$ cat src/core/ssu_pkg.sv
// Package for the clocked serial channel: register map, fields, resets.
// Assumes a byte-wide register port and one 10 MHz system clock.
package ssu_pkg;
    // ************************************************************
    // Register indices
    // ************************************************************
    localparam logic [2:0] ADDR_BAUD_CONTROL = 3'h0;
    localparam logic [2:0] ADDR_RECEIVE_DATA = 3'h1;
    localparam logic [2:0] ADDR_RECEIVE_STATUS_CONTROL = 3'h2;
    localparam logic [2:0] ADDR_BAUD_DIVISOR_LOW = 3'h3;
    localparam logic [2:0] ADDR_BAUD_DIVISOR_HIGH = 3'h4;
    localparam logic [2:0] ADDR_TRANSMIT_DATA = 3'h5;
    localparam logic [2:0] ADDR_TRANSMIT_STATUS_CONTROL = 3'h6;
    localparam logic [2:0] ADDR_INTERRUPT_CONTROL = 3'h7;
    // ************************************************************
    // Field positions
    // ************************************************************
    // Receive status/control
    localparam int RX_SERIAL_PORT_ENABLE = 7;
    localparam int RX_NINE = 6;
    localparam int RX_SINGLE_RECEIVE_ENABLE = 5;
    localparam int RX_CONTINUOUS_RECEIVE_ENABLE = 4;
    localparam int RX_FRAMING_ERROR_FLAG = 2;
    localparam int RX_OVERRUN_ERROR_FLAG = 1;
    localparam int RX_NINTH = 0;
    // Transmit status/control
    localparam int TX_CLOCK_SOURCE_SELECT = 7;
    localparam int TX_NINE = 6;
    localparam int TX_TRANSMIT_ENABLE = 5;
    localparam int TX_SYNC = 4;
    localparam int TX_HIGH_SPEED_BAUD_SELECT = 2;
    localparam int TX_TRMT = 1;
    localparam int TX_NINTH = 0;
    // Baud control
    localparam int BC_IDLE = 6;
    localparam int BC_WIDE = 3;
    // Interrupt control
    localparam int IC_GIE = 7;
    localparam int IC_PERIPHERAL_INTERRUPT_ENABLE = 6;
    localparam int IC_RCIE = 5;
    localparam int IC_TXIE = 4;
    localparam int IC_RCIF = 1;
    localparam int IC_TXIF = 0;
    // ************************************************************
    // Reset values
    // ************************************************************
    localparam logic [7:0] RST_BYTE = 8'h00;
    localparam logic [3:0] RST_COUNT = 4'h0;
    localparam logic [1:0] RST_FILL = 2'h0;

    typedef struct packed {
        logic [2:0] addr;
        logic [7:0] wdata;
        logic wr;
        logic rd;
    } ssu_bus_t;

    typedef struct packed {
        logic wake;
        logic irq;
    } ssu_event_t;
endpackage

$ cat src/core/ssu_channel.sv
// One synchronous serial channel: master receive and full slave mode.
// Assumes register strobes on ref_clk and serial pins from outside.
`timescale 1ns/100ps
// How it works
// - Clocked mode, port enable and clock source make a clock master.
// - Single or continuous receive enable starts master reception.
// - Completed character sets receive flag; enable raises interrupt.
// - Overrun clears with continuous enable or port enable; port resets all.
// - Clocked mode, clock source zero, port enable selects slave.
// - Slave transmits with continuous receive enable clear, else receives.
// - Two writes: first goes to shifter, second held, flag clear.
// - After first shifts out, second moves in and flag sets on the same clock.
// - Peripheral and transmit enables let transmit flag wake device.
// - Writing low byte to holding register starts slave transmit.
// - Slave receiver reads idle between characters and takes each clocked character until an overrun is flagged.
// - Single receive enable is ignored in slave mode.
// - Slave character during sleep still reaches receive data.
// - Receive interrupt wakes device; global enable decides vector.
// - Single receive makes exactly one character of clocks then clears.
// - Receiver samples data on the trailing clock edge.
// - Transmitter changes data on leading edge, one bit per clock.
// - Two-deep receive FIFO flags overrun, keeps data, stops taking.
module ssu_channel (
    input wire logic ref_clk,
    input wire logic srst,
    input wire ssu_pkg::ssu_bus_t bus,
    output logic [7:0] rdata,
    input wire logic data_in,
    output logic data_out,
    output logic data_oe,
    input wire logic clk_in,
    output logic clk_out,
    output logic clk_oe,
    output ssu_pkg::ssu_event_t events
);
    import ssu_pkg::*;

    // ************************************************************
    // Registers
    // ************************************************************
    logic [7:0] rcsta;
    logic [7:0] txsta;
    logic [7:0] bcon;
    logic [7:0] div_lo;
    logic [7:0] div_hi;
    logic [7:0] intcon;
    logic [8:0] hold;
    logic hold_full;
    logic [8:0] transmit_shifter;
    logic [3:0] tx_cnt;
    logic tx_busy;
    logic txif;
    logic [8:0] receive_shifter;
    logic [3:0] rx_cnt;
    logic [8:0] fifo [0:1];
    logic [1:0] fill;
    logic overrun_error_flag;
    logic [15:0] brg_cnt;
    logic ck_lvl;
    logic dt_s1, dt_s2, ck_s1, ck_s2, ck_s3;

    // ************************************************************
    // Decode
    // ************************************************************
    wire serial_port_enable = rcsta[RX_SERIAL_PORT_ENABLE];
    wire continuous_receive_enable = rcsta[RX_CONTINUOUS_RECEIVE_ENABLE];
    wire single_receive_enable = rcsta[RX_SINGLE_RECEIVE_ENABLE];
    wire sync = txsta[TX_SYNC];
    wire master = sync & serial_port_enable & txsta[TX_CLOCK_SOURCE_SELECT];
    wire slave = sync & serial_port_enable & ~txsta[TX_CLOCK_SOURCE_SELECT];
    wire rx_mode = continuous_receive_enable | (master & single_receive_enable);
    wire slave_rx = slave & rx_mode;
    wire slave_tx = slave & ~rx_mode & txsta[TX_TRANSMIT_ENABLE];
    wire nine_rx = rcsta[RX_NINE];
    wire nine_tx = txsta[TX_NINE];
    wire [3:0] rx_bits = nine_rx ? 4'h9 : 4'h8;
    wire [3:0] tx_bits = nine_tx ? 4'h9 : 4'h8;
    wire wr_rc = bus.wr & (bus.addr == ADDR_RECEIVE_STATUS_CONTROL);
    wire wr_tx = bus.wr & (bus.addr == ADDR_TRANSMIT_DATA);
    wire rd_rx = bus.rd & (bus.addr == ADDR_RECEIVE_DATA);
    wire [15:0] divisor = bcon[BC_WIDE] ? {div_hi, div_lo}
        : {8'h00, div_lo};
    wire brg_tick = (brg_cnt == 16'h0000);
    // Master clock runs while a receive is requested and no overrun is flagged
    wire m_run = master & rx_mode & ~overrun_error_flag;
    wire m_lead = m_run & brg_tick & ~ck_lvl;
    wire m_trail = m_run & brg_tick & ck_lvl;
    // Slave edges come only from the synchronised pin
    wire s_lead = slave & ck_s2 & ~ck_s3;
    wire s_trail = slave & ~ck_s2 & ck_s3;
    wire rx_edge = (m_trail | (slave_rx & s_trail)) & ~overrun_error_flag;
    wire [8:0] rx_next = nine_rx ? {dt_s2, receive_shifter[8:1]}
        : {1'b0, dt_s2, receive_shifter[7:1]};
    wire rx_done = rx_edge & (rx_cnt == rx_bits - 4'h1);
    wire tx_lead = slave_tx & s_lead;
    wire tx_last = tx_busy & slave_tx & s_trail & (tx_cnt == tx_bits);
    wire load_tsr = (~tx_busy | tx_last) & hold_full & slave_tx;
    wire pop = rd_rx & (fill != 2'h0);
    wire [8:0] top = fifo[0];
    wire rcif = (fill != 2'h0);
    wire [7:0] rd_rc = {rcsta[7:3], 1'b0, overrun_error_flag, top[8]};
    wire [7:0] rd_txs = {txsta[7:2], ~tx_busy, txsta[0]};
    wire [7:0] rd_ic = {intcon[7:4], 2'h0, rcif, txif};
    wire [7:0] rd_bc = {bcon[7], ~rx_cnt[0] & (rx_cnt == 4'h0),
        bcon[5:0]};
    wire [7:0] next_rdata =
        (bus.addr == ADDR_BAUD_CONTROL) ? rd_bc :
        (bus.addr == ADDR_RECEIVE_DATA) ? top[7:0] :
        (bus.addr == ADDR_RECEIVE_STATUS_CONTROL) ? rd_rc :
        (bus.addr == ADDR_BAUD_DIVISOR_LOW) ? div_lo :
        (bus.addr == ADDR_BAUD_DIVISOR_HIGH) ? div_hi :
        (bus.addr == ADDR_TRANSMIT_STATUS_CONTROL) ? rd_txs :
        (bus.addr == ADDR_INTERRUPT_CONTROL) ? rd_ic : RST_BYTE;
    wire rx_irq = rcif & intcon[IC_RCIE];
    wire tx_irq = txif & intcon[IC_TXIE];
    wire next_wake = intcon[IC_PERIPHERAL_INTERRUPT_ENABLE] & (rx_irq | tx_irq);
    wire next_irq = next_wake & intcon[IC_GIE];

    // ************************************************************
    // Pin synchronisers
    // ************************************************************
    always_ff @(posedge ref_clk) begin
        dt_s1 <= data_in;
        dt_s2 <= dt_s1;
        ck_s1 <= clk_in;
        ck_s2 <= ck_s1;
        ck_s3 <= ck_s2;
    end

    // ************************************************************
    // Register writes and receive control
    // ************************************************************
    always_ff @(posedge ref_clk) begin
        if (srst) begin
            rcsta <= RST_BYTE;
            txsta <= RST_BYTE;
            bcon <= RST_BYTE;
            div_lo <= RST_BYTE;
            div_hi <= RST_BYTE;
            intcon <= RST_BYTE;
        end else begin
            if (wr_rc) begin
                rcsta <= {bus.wdata[7:3], 3'h0};
            end else if (master & rx_done & single_receive_enable) begin
                rcsta[RX_SINGLE_RECEIVE_ENABLE] <= 1'b0;
            end
            if (bus.wr & (bus.addr == ADDR_TRANSMIT_STATUS_CONTROL)) begin
                txsta <= {bus.wdata[7:2], 1'b0, bus.wdata[0]};
            end
            if (bus.wr & (bus.addr == ADDR_BAUD_CONTROL)) begin
                bcon <= {1'b0, 1'b0, bus.wdata[5:0]};
            end
            if (bus.wr & (bus.addr == ADDR_BAUD_DIVISOR_LOW)) begin
                div_lo <= bus.wdata;
            end
            if (bus.wr & (bus.addr == ADDR_BAUD_DIVISOR_HIGH)) begin
                div_hi <= bus.wdata;
            end
            if (bus.wr & (bus.addr == ADDR_INTERRUPT_CONTROL)) begin
                intcon <= {bus.wdata[7:4], 4'h0};
            end
        end
    end

    // ************************************************************
    // Master clock generator
    // ************************************************************
    always_ff @(posedge ref_clk) begin
        if (srst | ~m_run) begin
            brg_cnt <= divisor;
            ck_lvl <= 1'b0;
        end else if (brg_tick) begin
            brg_cnt <= divisor;
            ck_lvl <= ~ck_lvl;
        end else begin
            brg_cnt <= brg_cnt - 16'h0001;
        end
    end

    // ************************************************************
    // Receiver and FIFO
    // ************************************************************
    always_ff @(posedge ref_clk) begin
        if (srst | ~serial_port_enable) begin
            receive_shifter <= 9'h000;
            rx_cnt <= RST_COUNT;
            fill <= RST_FILL;
            overrun_error_flag <= 1'b0;
            fifo[0] <= 9'h000;
            fifo[1] <= 9'h000;
        end else begin
            if (~rx_mode) begin
                rx_cnt <= RST_COUNT;
            end else if (rx_edge) begin
                receive_shifter <= rx_next;
                rx_cnt <= rx_done ? RST_COUNT : rx_cnt + 4'h1;
            end
            if (wr_rc & ~bus.wdata[RX_CONTINUOUS_RECEIVE_ENABLE]) begin
                overrun_error_flag <= 1'b0;
            end else if (pop & ~continuous_receive_enable) begin
                overrun_error_flag <= 1'b0;
            end else if (rx_done & (fill == 2'h2) & ~pop) begin
                overrun_error_flag <= 1'b1;
            end
            if (pop) begin
                fifo[0] <= fifo[1];
            end
            if (rx_done & ~(fill == 2'h2 & ~pop)) begin
                if (fill == 2'h0 | (fill == 2'h1 & pop)) begin
                    fifo[0] <= rx_next;
                end else begin
                    fifo[1] <= rx_next;
                end
                fill <= pop ? fill : fill + 2'h1;
            end else if (pop) begin
                fill <= fill - 2'h1;
            end
        end
    end

    // ************************************************************
    // Transmitter
    // ************************************************************
    always_ff @(posedge ref_clk) begin
        if (srst | ~serial_port_enable) begin
            hold <= 9'h000;
            hold_full <= 1'b0;
            transmit_shifter <= 9'h000;
            tx_cnt <= RST_COUNT;
            tx_busy <= 1'b0;
            txif <= 1'b0;
            data_out <= 1'b0;
        end else begin
            if (wr_tx) begin
                hold <= {txsta[TX_NINTH], bus.wdata};
                hold_full <= 1'b1;
                txif <= 1'b0;
            end else if (load_tsr) begin
                hold_full <= 1'b0;
                txif <= 1'b1;
            end
            if (load_tsr) begin
                transmit_shifter <= hold;
                tx_cnt <= RST_COUNT;
                tx_busy <= 1'b1;
            end else if (tx_last) begin
                tx_busy <= 1'b0;
            end else if (tx_busy & tx_lead) begin
                data_out <= transmit_shifter[0];
                transmit_shifter <= {1'b0, transmit_shifter[8:1]};
                tx_cnt <= tx_cnt + 4'h1;
            end
        end
    end

    // ************************************************************
    // Outputs
    // ************************************************************
    always_ff @(posedge ref_clk) begin
        if (srst) begin
            rdata <= RST_BYTE;
            clk_out <= 1'b0;
            clk_oe <= 1'b0;
            data_oe <= 1'b0;
            events <= '0;
        end else begin
            rdata <= next_rdata;
            clk_out <= ck_lvl;
            clk_oe <= master;
            data_oe <= slave_tx & tx_busy;
            events <= '{wake: next_wake, irq: next_irq};
        end
    end
endmodule

$ cat config.mk
export PLATFORM = sky130hd
export DESIGN_NAME = ssu_channel
export DESIGN_NICKNAME = d
export VERILOG_FILES = /design/src/core/ssu_pkg.sv /design/src/core/ssu_channel.sv
export SDC_FILE = /design/constraint.sdc
export NUM_CORES = 1
export LEC_CHECK = 0
export BUFFER_PORTS_ARGS = -buffer_cell sky130_fd_sc_hd__buf_2
export CORE_MARGIN = 2
export CORE_UTILIZATION = 61
export CTS_CLUSTER_DIAMETER = 60
export DETAILED_ROUTE_END_ITERATION = 10
export PLACE_DENSITY = 0.88
export SLEW_MARGIN = 0
export SYNTH_ARGS = -nofsm -noshare
export SYNTH_HDL_FRONTEND = slang
export SYNTH_SLANG_ARGS = --single-unit
$ cat constraint.sdc
create_clock -name ref_clk -period 4.3 [get_ports ref_clk]
set_clock_uncertainty 0.05 [all_clocks]
set_input_delay 0.43 -clock ref_clk [delete_from_list [all_inputs] [get_ports ref_clk]]
set_output_delay 0.43 -clock ref_clk [all_outputs]
set_load 0.01 [all_outputs]
# Word-level counts from Yosys, hierarchy flattened
# Memories as Yosys holds them, arrays and structs flattened.
# Index checks and enable logic that the tools add are counted.
[op_classes]
div = 0
bitwise = 74
reduce_logical = 20
n_mux = 42
shift = 0
addsub = 6
magnitude_cmp = 0
n_eq_ne = 13
multipliers = 0
[ops]
columns = ["cell", "count"]
rows = [
  ["9-bit 2-to-1 mux", 7],
  ["1-bit AND", 48],
  ["16-bit 2-to-1 mux", 3],
  ["8-bit 2-to-1 mux", 6],
  ["1-bit 2-to-1 mux", 21],
  ["16-bit logical NOT", 1],
  ["1-bit NOT", 16],
  ["16-bit by 1-bit subtractor with 16-bit output (second input constant)", 1],
  ["3-bit == test (second input constant)", 4],
  ["2-bit nonzero test", 6],
  ["1-bit bitwise OR", 10],
  ["4-bit by 1-bit adder with 4-bit output (second input constant)", 2],
  ["4-bit == test", 2],
  ["2-bit AND reduction", 4],
  ["2-bit OR reduction", 4],
  ["7-bit 2-to-1 mux", 1],
  ["3-bit by 2-bit == test with 1-bit output (second input constant)", 2],
  ["2-bit 2-to-1 mux", 3],
  ["4-bit logical NOT", 1],
  ["4-bit 2-to-1 mux", 1],
  ["4-bit by 1-bit subtractor with 4-bit output (second input constant)", 1],
  ["3-bit by 1-bit == test with 1-bit output (second input constant)", 1],
  ["3-bit logical NOT", 1],
  ["3-bit AND reduction", 1],
  ["8 further kinds", 8],
]
[totals]
out_inout_bits = 14
latch_bits = 0
in_bits = 17
regBits = 115
ram_bits = 18
romBits = 0
wordCells = 188
n_memories = 1
[mem_list]
columns = ["name", "depth", "width", "read_ports", "rd_ports_with_merged_regs", "write_ports", "line", "text"]
rows = [
  ["fifo", 2, 9, 2, 0, 2, "ssu_channel.sv:55", "logic [8:0] fifo [0:1];"],
]

# Depth between registers and ports, before layout
# Gate-level depths: netlist of run 1.
[logic_depth]
word_depth = 16
depth_mapped = 9
depth_no_buf = 8

# Worst setup path after synthesis of run 1
# No wires, ideal clock.
[synth_path]
kind = "register to register"
from = "register brg_cnt[0]"
to = "memory fifo[1][1] (netlist: fifo[0][10]) (enable)"
slack_ns = 1.419
t_arrival_ns = 2.428
period_less_slack_ns = 2.881
setup_time_ns = 0.403
path_stages_with_launch = 8
required_time_ns = 3.847
path_buffers = 0
path_cell_list = "dfxtp_1 inv_1 ha_1 nor4b_2 nand4_4 o21ai_4 nand2_1 o41ai_1"
[synth_rtl]
columns = ["item", "line", "text"]
rows = [
  ["from (decl)", "ssu_channel.sv:58", "logic [15:0] brg_cnt;"],
  ["from (signal assigned)", "ssu_channel.sv:170", "brg_cnt <= divisor;"],
  ["from (signal assigned)", "ssu_channel.sv:173", "brg_cnt <= divisor;"],
  ["from (signal assigned)", "ssu_channel.sv:176", "brg_cnt <= brg_cnt - 16'h0001;"],
  ["to (decl)", "ssu_channel.sv:55", ""],
]

==> results.yml, run 1 <==
logic_synthesis:
  synth_ff_type: "dfxtp_1"
  yosysMostFrequentCell: "dfxtp_1"
  ys_warn_count: 0
  yosysSeqAreaShare_pct: 47.8
  synth_edf_count: 18
  synth_top_area_cell: "dfxtp_1"
  synth_cell_types: 66
  synthesis.area_um2: 5900
  netlist_top_cells_area: "dfxtp_1 (39%), edfxtp_1 (9.2%), nand2_1 (6.0%)"
  synth_common_cells: "dfxtp_1 (114), nand2_1 (95), nor2_1 (61)"
  synth_top_area_share_pct: 38.7
  synth_nets: 667
  yosys_register_bits: 132
  syn_area_per_cell_um2: 9.19
  async_flop_share_pct: 0
  netlist_instances: 642
grt:
  antenna_found_initial: 0
  grt_usage_pct: 27.7
  grt_pass1_vias: 4532
  met3_usage_pct: 8.00
  grt_pass1_wl_mm: 22.1
  met1_usage_pct: 34.5
  overflow: 0
  grtUsageMet2_pct: 45.6
  grt_max_degree: 53
  top_usage_layer: "met2"
layout:
  area_growth_pct: 11.5
  diodes: 0
  fillCellCount: 687
  area.sequential_um2: 2820
  drive_above_1_share_pct: 13.7
  multi_input_area_um2: 2830
  fin_nets: 682
job:
  drv_cap: 0
floorplan:
  core-area_um2: 9330
  dieArea_um2: 10500
  die_x_um: 102
  ios: 31
  start_util_pct: 63.3
  die_h_um: 102
  rows: 35
setup_path:
  crit_chain: "inv_1, ha_1, nor4b_2, nand4_4, o21ai_4, nand4_1, nand3_1"
  crit_slowest_cell: "nand3_1"
  worstPathRequired_ns: 4.42
  cpPeakStageDelay_ns: 0.59
  crit_type: "flop to flop"
  crit_path_start_kind: "flop"
  arrival_ns: 2.98
  critPathBufInv: 1
  cp_top_family: "simple AND/OR/NAND/NOR gates"
  end_kind: "flop"
  path_max_fanout: 11
sta:
  hold_viol: 0
  maxSlewViolCount: 0
  tightestPinTransition_ns: 1.27
  max_slew_margin_pct: 14.3
  setup-violations-final: 0
  fin_crit_sh_pct: 66.5
  setup_tns_ns: 0
  period_minus_slack_ns: 2.86
  max_clock_freq_mhz: 350
  rsz0062_at_grt: "no"
clock_network:
  cts_made_buffers: 17
  clockBufferDepth: 2
  clk_latency_ns: 0.53
  tritoncts: "done"
  clkTransAtPathRegs_ns: 0.06
  ctsResizeCount: 0
  clock-sinks: 132
  clockRootBuffer: "clkbuf_8"
  cts_max_level: 4
detailed_routing:
  avgViaCountPerCell: 5.97
  drc: 0
  drtIter0Drc: 435
  wirelength_mm: 13.7
  drt-wirelength-per-cell_um: 17.2
  ant_nets: 0
  drtPass1Iterations: 5
  vias: 4772
placed_design:
  hpwl_mm: 9.29
  port_buffers: 30
  gp_congestion: 0.966
pwr:
  p_leak_nw: 2.52
  power.density_nw_per_um2: 413
  ir_drop_uv: 256
  power.total_mw: 2.72
hold_path:
  worstHoldPathType: "primary input to flop"
status:
  status: "finished clean"
## power by group
part	leakage, nW	internal [mW]	switching, mW	total, mW
registers	1.14	1.26	0.0128	1.28
logic	1.11	0.0496	0.0875	0.137
clock network	0.262	0.720	0.581	1.30
## metal layers
metal | wire (um) | part of all wire, %
met1 | 5680 | 41
met2 | 6690 | 49
met3 | 1070 | 7.7
met4 | 312 | 2.3
met5 | 0 | 0
## per-stage QoR
step                      util, %  hold WS [ns]  cells  instance area (um^2)  setup slack, ns
after floorplan                 -         0.260    642                  5900             1.42
after global placement       64.7         0.261    765                  6030             1.49
after detailed placement     64.7         0.262    765                  6030             1.38
after CTS                    70.6         0.135    799                  6580             1.43
after global routing         70.6         0.151    799                  6580             1.17
final                        70.6         0.151    799                  6580             1.44
## what timing repair did
item                       CTS  global route
setup endpoints to repair    0             0
setup buffers                0             0
hold buffers                 2             0
hold endpoints to repair     2             0
## registers in the layout, indices dropped and copies added, names as in the netlist, 6 cells and up
name and flops:
bcon 6, hold 9, div_lo 8, brg_cnt 16, div_hi 8, receive_shifter 8
rdata 8, fifo 18, transmit_shifter 9, txsta 7
## final timing paths
path              startpoint          to  depth (start not counted)  slack, ns
hold / removal        bus[3]   div_hi[1]                          3       0.15
setup / recovery  brg_cnt[0]  fifo[0][5]                          7       1.44
hold reg to reg        dt_s1       dt_s2                          0       0.28
setup reg to reg  brg_cnt[0]  fifo[0][5]                          7       1.44
## logic make-up (layout without fill, tap and decap cells)
group	after synthesis	after routing	synth area share, %
simple gates	251	251	21.4
compound gates	138	138	14.7
flops	132	132	47.8
buf+inv	51	79	4.18
mux	42	42	7.27
xor+xnor	20	20	2.97
fa+ha+maj	8	8	1.70
## worst min-delay path: stages
cell	delay [ns]
buf_2	0.14
nand2_1	0.06
a21oi_1	0.05
## layout by cell type, fill, tap and decap left out, types with 5 or more instances in the layout
master     instances
a2111oi_0          5
a21o_1             5
a21oi_1           60
a22oi_1           16
and2_1            10
and3_1             5
buf_2             30
clkbuf_16         16
dfxtp_1          114
edfxtp_1          18
ha_1               8
inv_1             13
inv_6              6
mux2_2             7
mux2i_1           35
nand2_1           95
nand2b_1           5
nand3_1           22
nand4_1            8
nor2_1            61
nor2b_1            5
nor3_1            12
o21ai_0           25
xnor2_1           15
xor2_1             5
## layout make-up
type / instances / area share [%]
multi-input combinational: 459 / 43.0
sequential: 132 / 42.9
clock buffer: 17 / 6.29
timing repair buffer: 34 / 2.81
tap: 129 / 2.45
clock inverter: 15 / 1.79
inverter: 13 / 0.741
(Power assumes the default switching activity.)
==> run 2: changes to the inputs <==
CORE_UTILIZATION = 55   (was 61)
PLACE_DENSITY = 0.84   (was 0.88)
clock period = 2.45 ns   (was 4.3 ns; I/O delays follow)
==> run 2 against run 1 <==
Net effect: sequential share of layout area down 1.8 points; clock power grew 98%; clock-buffer cell count increased by 3; critical path depth is 1 higher; worst setup slack got worse by 1.2 ns; critical endpoint is now fifo[0][16]; maximum frequency rose by 27%; die area up 10%; sequential power increased by 75%; flip-flop and latch count is the same; first-iteration DRC count down 0.23%; utilization shrank 4.4 points; non-clock buffer count rose by 22.
==> results.yml, run 2 (synthesis results as in run 1) <==
status:
  status: "finished clean"
grt:
  grt_pass1_vias: 4557
  grt_pass1_wl_mm: 23.0
  antenna_found_initial: 0
  top_usage_layer: "met2"
  grtUsageMet2_pct: 41.4
  grt_max_degree: 45
  grt_usage_pct: 25.8
  met1_usage_pct: 34.0
  met3_usage_pct: 6.23
  overflow: 0
setup_path:
  r2r_start: "brg_cnt[0]"
  worstPathRequired_ns: 2.62
  r2r_setup_slack_ns: 0.19
  r2r_cells: 8
  rr_endpoint: "fifo[0][16]"
  crit_slowest_cell: "o41ai_4"
  crit_chain: "inv_1, ha_1, nor4b_4, nand4_4, o21ai_4, nand2_1, o41ai_4, buf_4"
  crit_type: "flop to flop"
  end_kind: "flop"
  crit_path_start_kind: "flop"
  path_max_fanout: 9
  cpPeakStageDelay_ns: 0.33
  arrival_ns: 2.43
layout:
  final_common_cell: "dfxtp_1"
  fin_nets: 704
  reg_top3: "fifo (18), brg_cnt (16)"
  diodes: 0
  regMostFlops: "fifo"
  largest_reg_flops: 18
  drive_above_1_share_pct: 15.6
  layout_common_cells: "dfxtp_1 (114), nand2_1 (95), nor2_1 (61), a21oi_1 (60), mux2i_1 (35)"
  area_growth_pct: 16.3
detailed_routing:
  drt-wirelength-per-cell_um: 17.2
  drc: 0
  avgViaCountPerCell: 5.95
  vias: 4925
  drtPass1Iterations: 5
  wirelength_mm: 14.3
  drtIter0Drc: 434
  ant_nets: 0
sta:
  fin_crit_sh_pct: 92.1
  rsz0062_at_grt: "no"
  max_clock_freq_mhz: 443
  maxSlewViolCount: 0
  tightestPinTransition_ns: 0.692
  period_minus_slack_ns: 2.26
  max_slew_margin_pct: 53.9
  holdWs_ns: 0.0194
  setup-violations-final: 0
  setup_tns_ns: 0
  hold_viol: 0
job:
  drv_cap: 0
floorplan:
  core-area_um2: 10400
  die_h_um: 108
  rows: 37
  start_util_pct: 56.9
  dieArea_um2: 11600
  ios: 31
  die_x_um: 108
clock_network:
  cts_made_buffers: 17
  clockBufferDepth: 2
  cts_max_level: 4
  clock-sinks: 132
  clkTransAtPathRegs_ns: 0.06
  clk_latency_ns: 0.52
  clockRootBuffer: "clkbuf_8"
  tritoncts: "done"
hold_path:
  holdCritStartpoint: "bus[9]"
  worstHoldPathType: "primary input to flop"
  hold_path_end: "div_lo[7]"
  min_path_cells: 3
pwr:
  ir_drop_uv: 388
  power.density_nw_per_um2: 741
  p_leak_nw: 2.67
placed_design:
  hpwl_mm: 9.47
  port_buffers: 30
  gp_congestion: 0.937
==> run 2: critical path: cells and delay by family, from the launching register on <==
kind | cells | cell delay, ns
DFF | 1 | 0.32
and+or+nand+nor | 3 | 0.57
adders and majority gates | 1 | 0.15
buffers and inverters | 2 | 0.31
AOI/OAI and AO/OA | 2 | 0.55
==> run 2: layer usage <==
layer / up-vias / routed length, um
met5: - / 0
met3: 40 / 1110
met1: 2311 / 5880
met4: 0 / 381
met2: 234 / 6880
li1: 2340 / -
==> run 2: worst max path at each step <==
stage	startpoint	to	slack [ns]	depth (start not counted)
after global placement	brg_cnt[0]	fifo[0][11]	0.21	8
final	brg_cnt[0]	fifo[0][16]	0.19	8
after detailed placement	brg_cnt[0]	fifo[0][11]	0.12	8
after floorplan	brg_cnt[0]	fifo[0][10]	0.14	7
after CTS	brg_cnt[0]	fifo[0][16]	0.09	8
after global routing	brg_cnt[0]	fifo[0][10]	0.06	8
==> run 2: per-stage QoR <==
step	utilization (%)	worst slack (ns)	power (mW)	area [um^2]	cells
final	66.2	0.194	5.09	6870	828
after global routing	66.2	0.0552	5.24	6870	828
after CTS	66.0	0.0941	5.09	6840	826
after detailed placement	59.5	0.123	2.53	6170	787
after global placement	59.5	0.208	2.53	6170	787
after floorplan	-	0.139	2.45	5920	642
==> run 2: cell type report <==
cell class	count	area, um^2
clock buffers	20	435
fillers	788	3500
repair buffers	56	363
flip-flops and latches	132	2820
multi-input cells	459	2860
well taps	136	170
inverters	13	48.8
clock inverters	12	166
==> run 2: report_power, final <==
group          internal (mW)  switching, mW  leakage [nW]  total [mW]
Sequential              2.22         0.0207          1.14        2.24
Clock                   1.60          0.981         0.296        2.58
Combinational          0.104          0.166          1.24       0.269
Total                   3.92           1.17          2.67        5.09
==> run 2: timing repair <==
| item | CTS | global route |
|---|---|---|
| setup buffers | 0 | 2 |
| hold endpoints to repair | 17 | 0 |
| endpoints found under the setup margin | 0 | 9 |
| gates resized for setup | 0 | 1 |
| hold buffers | 7 | 0 |
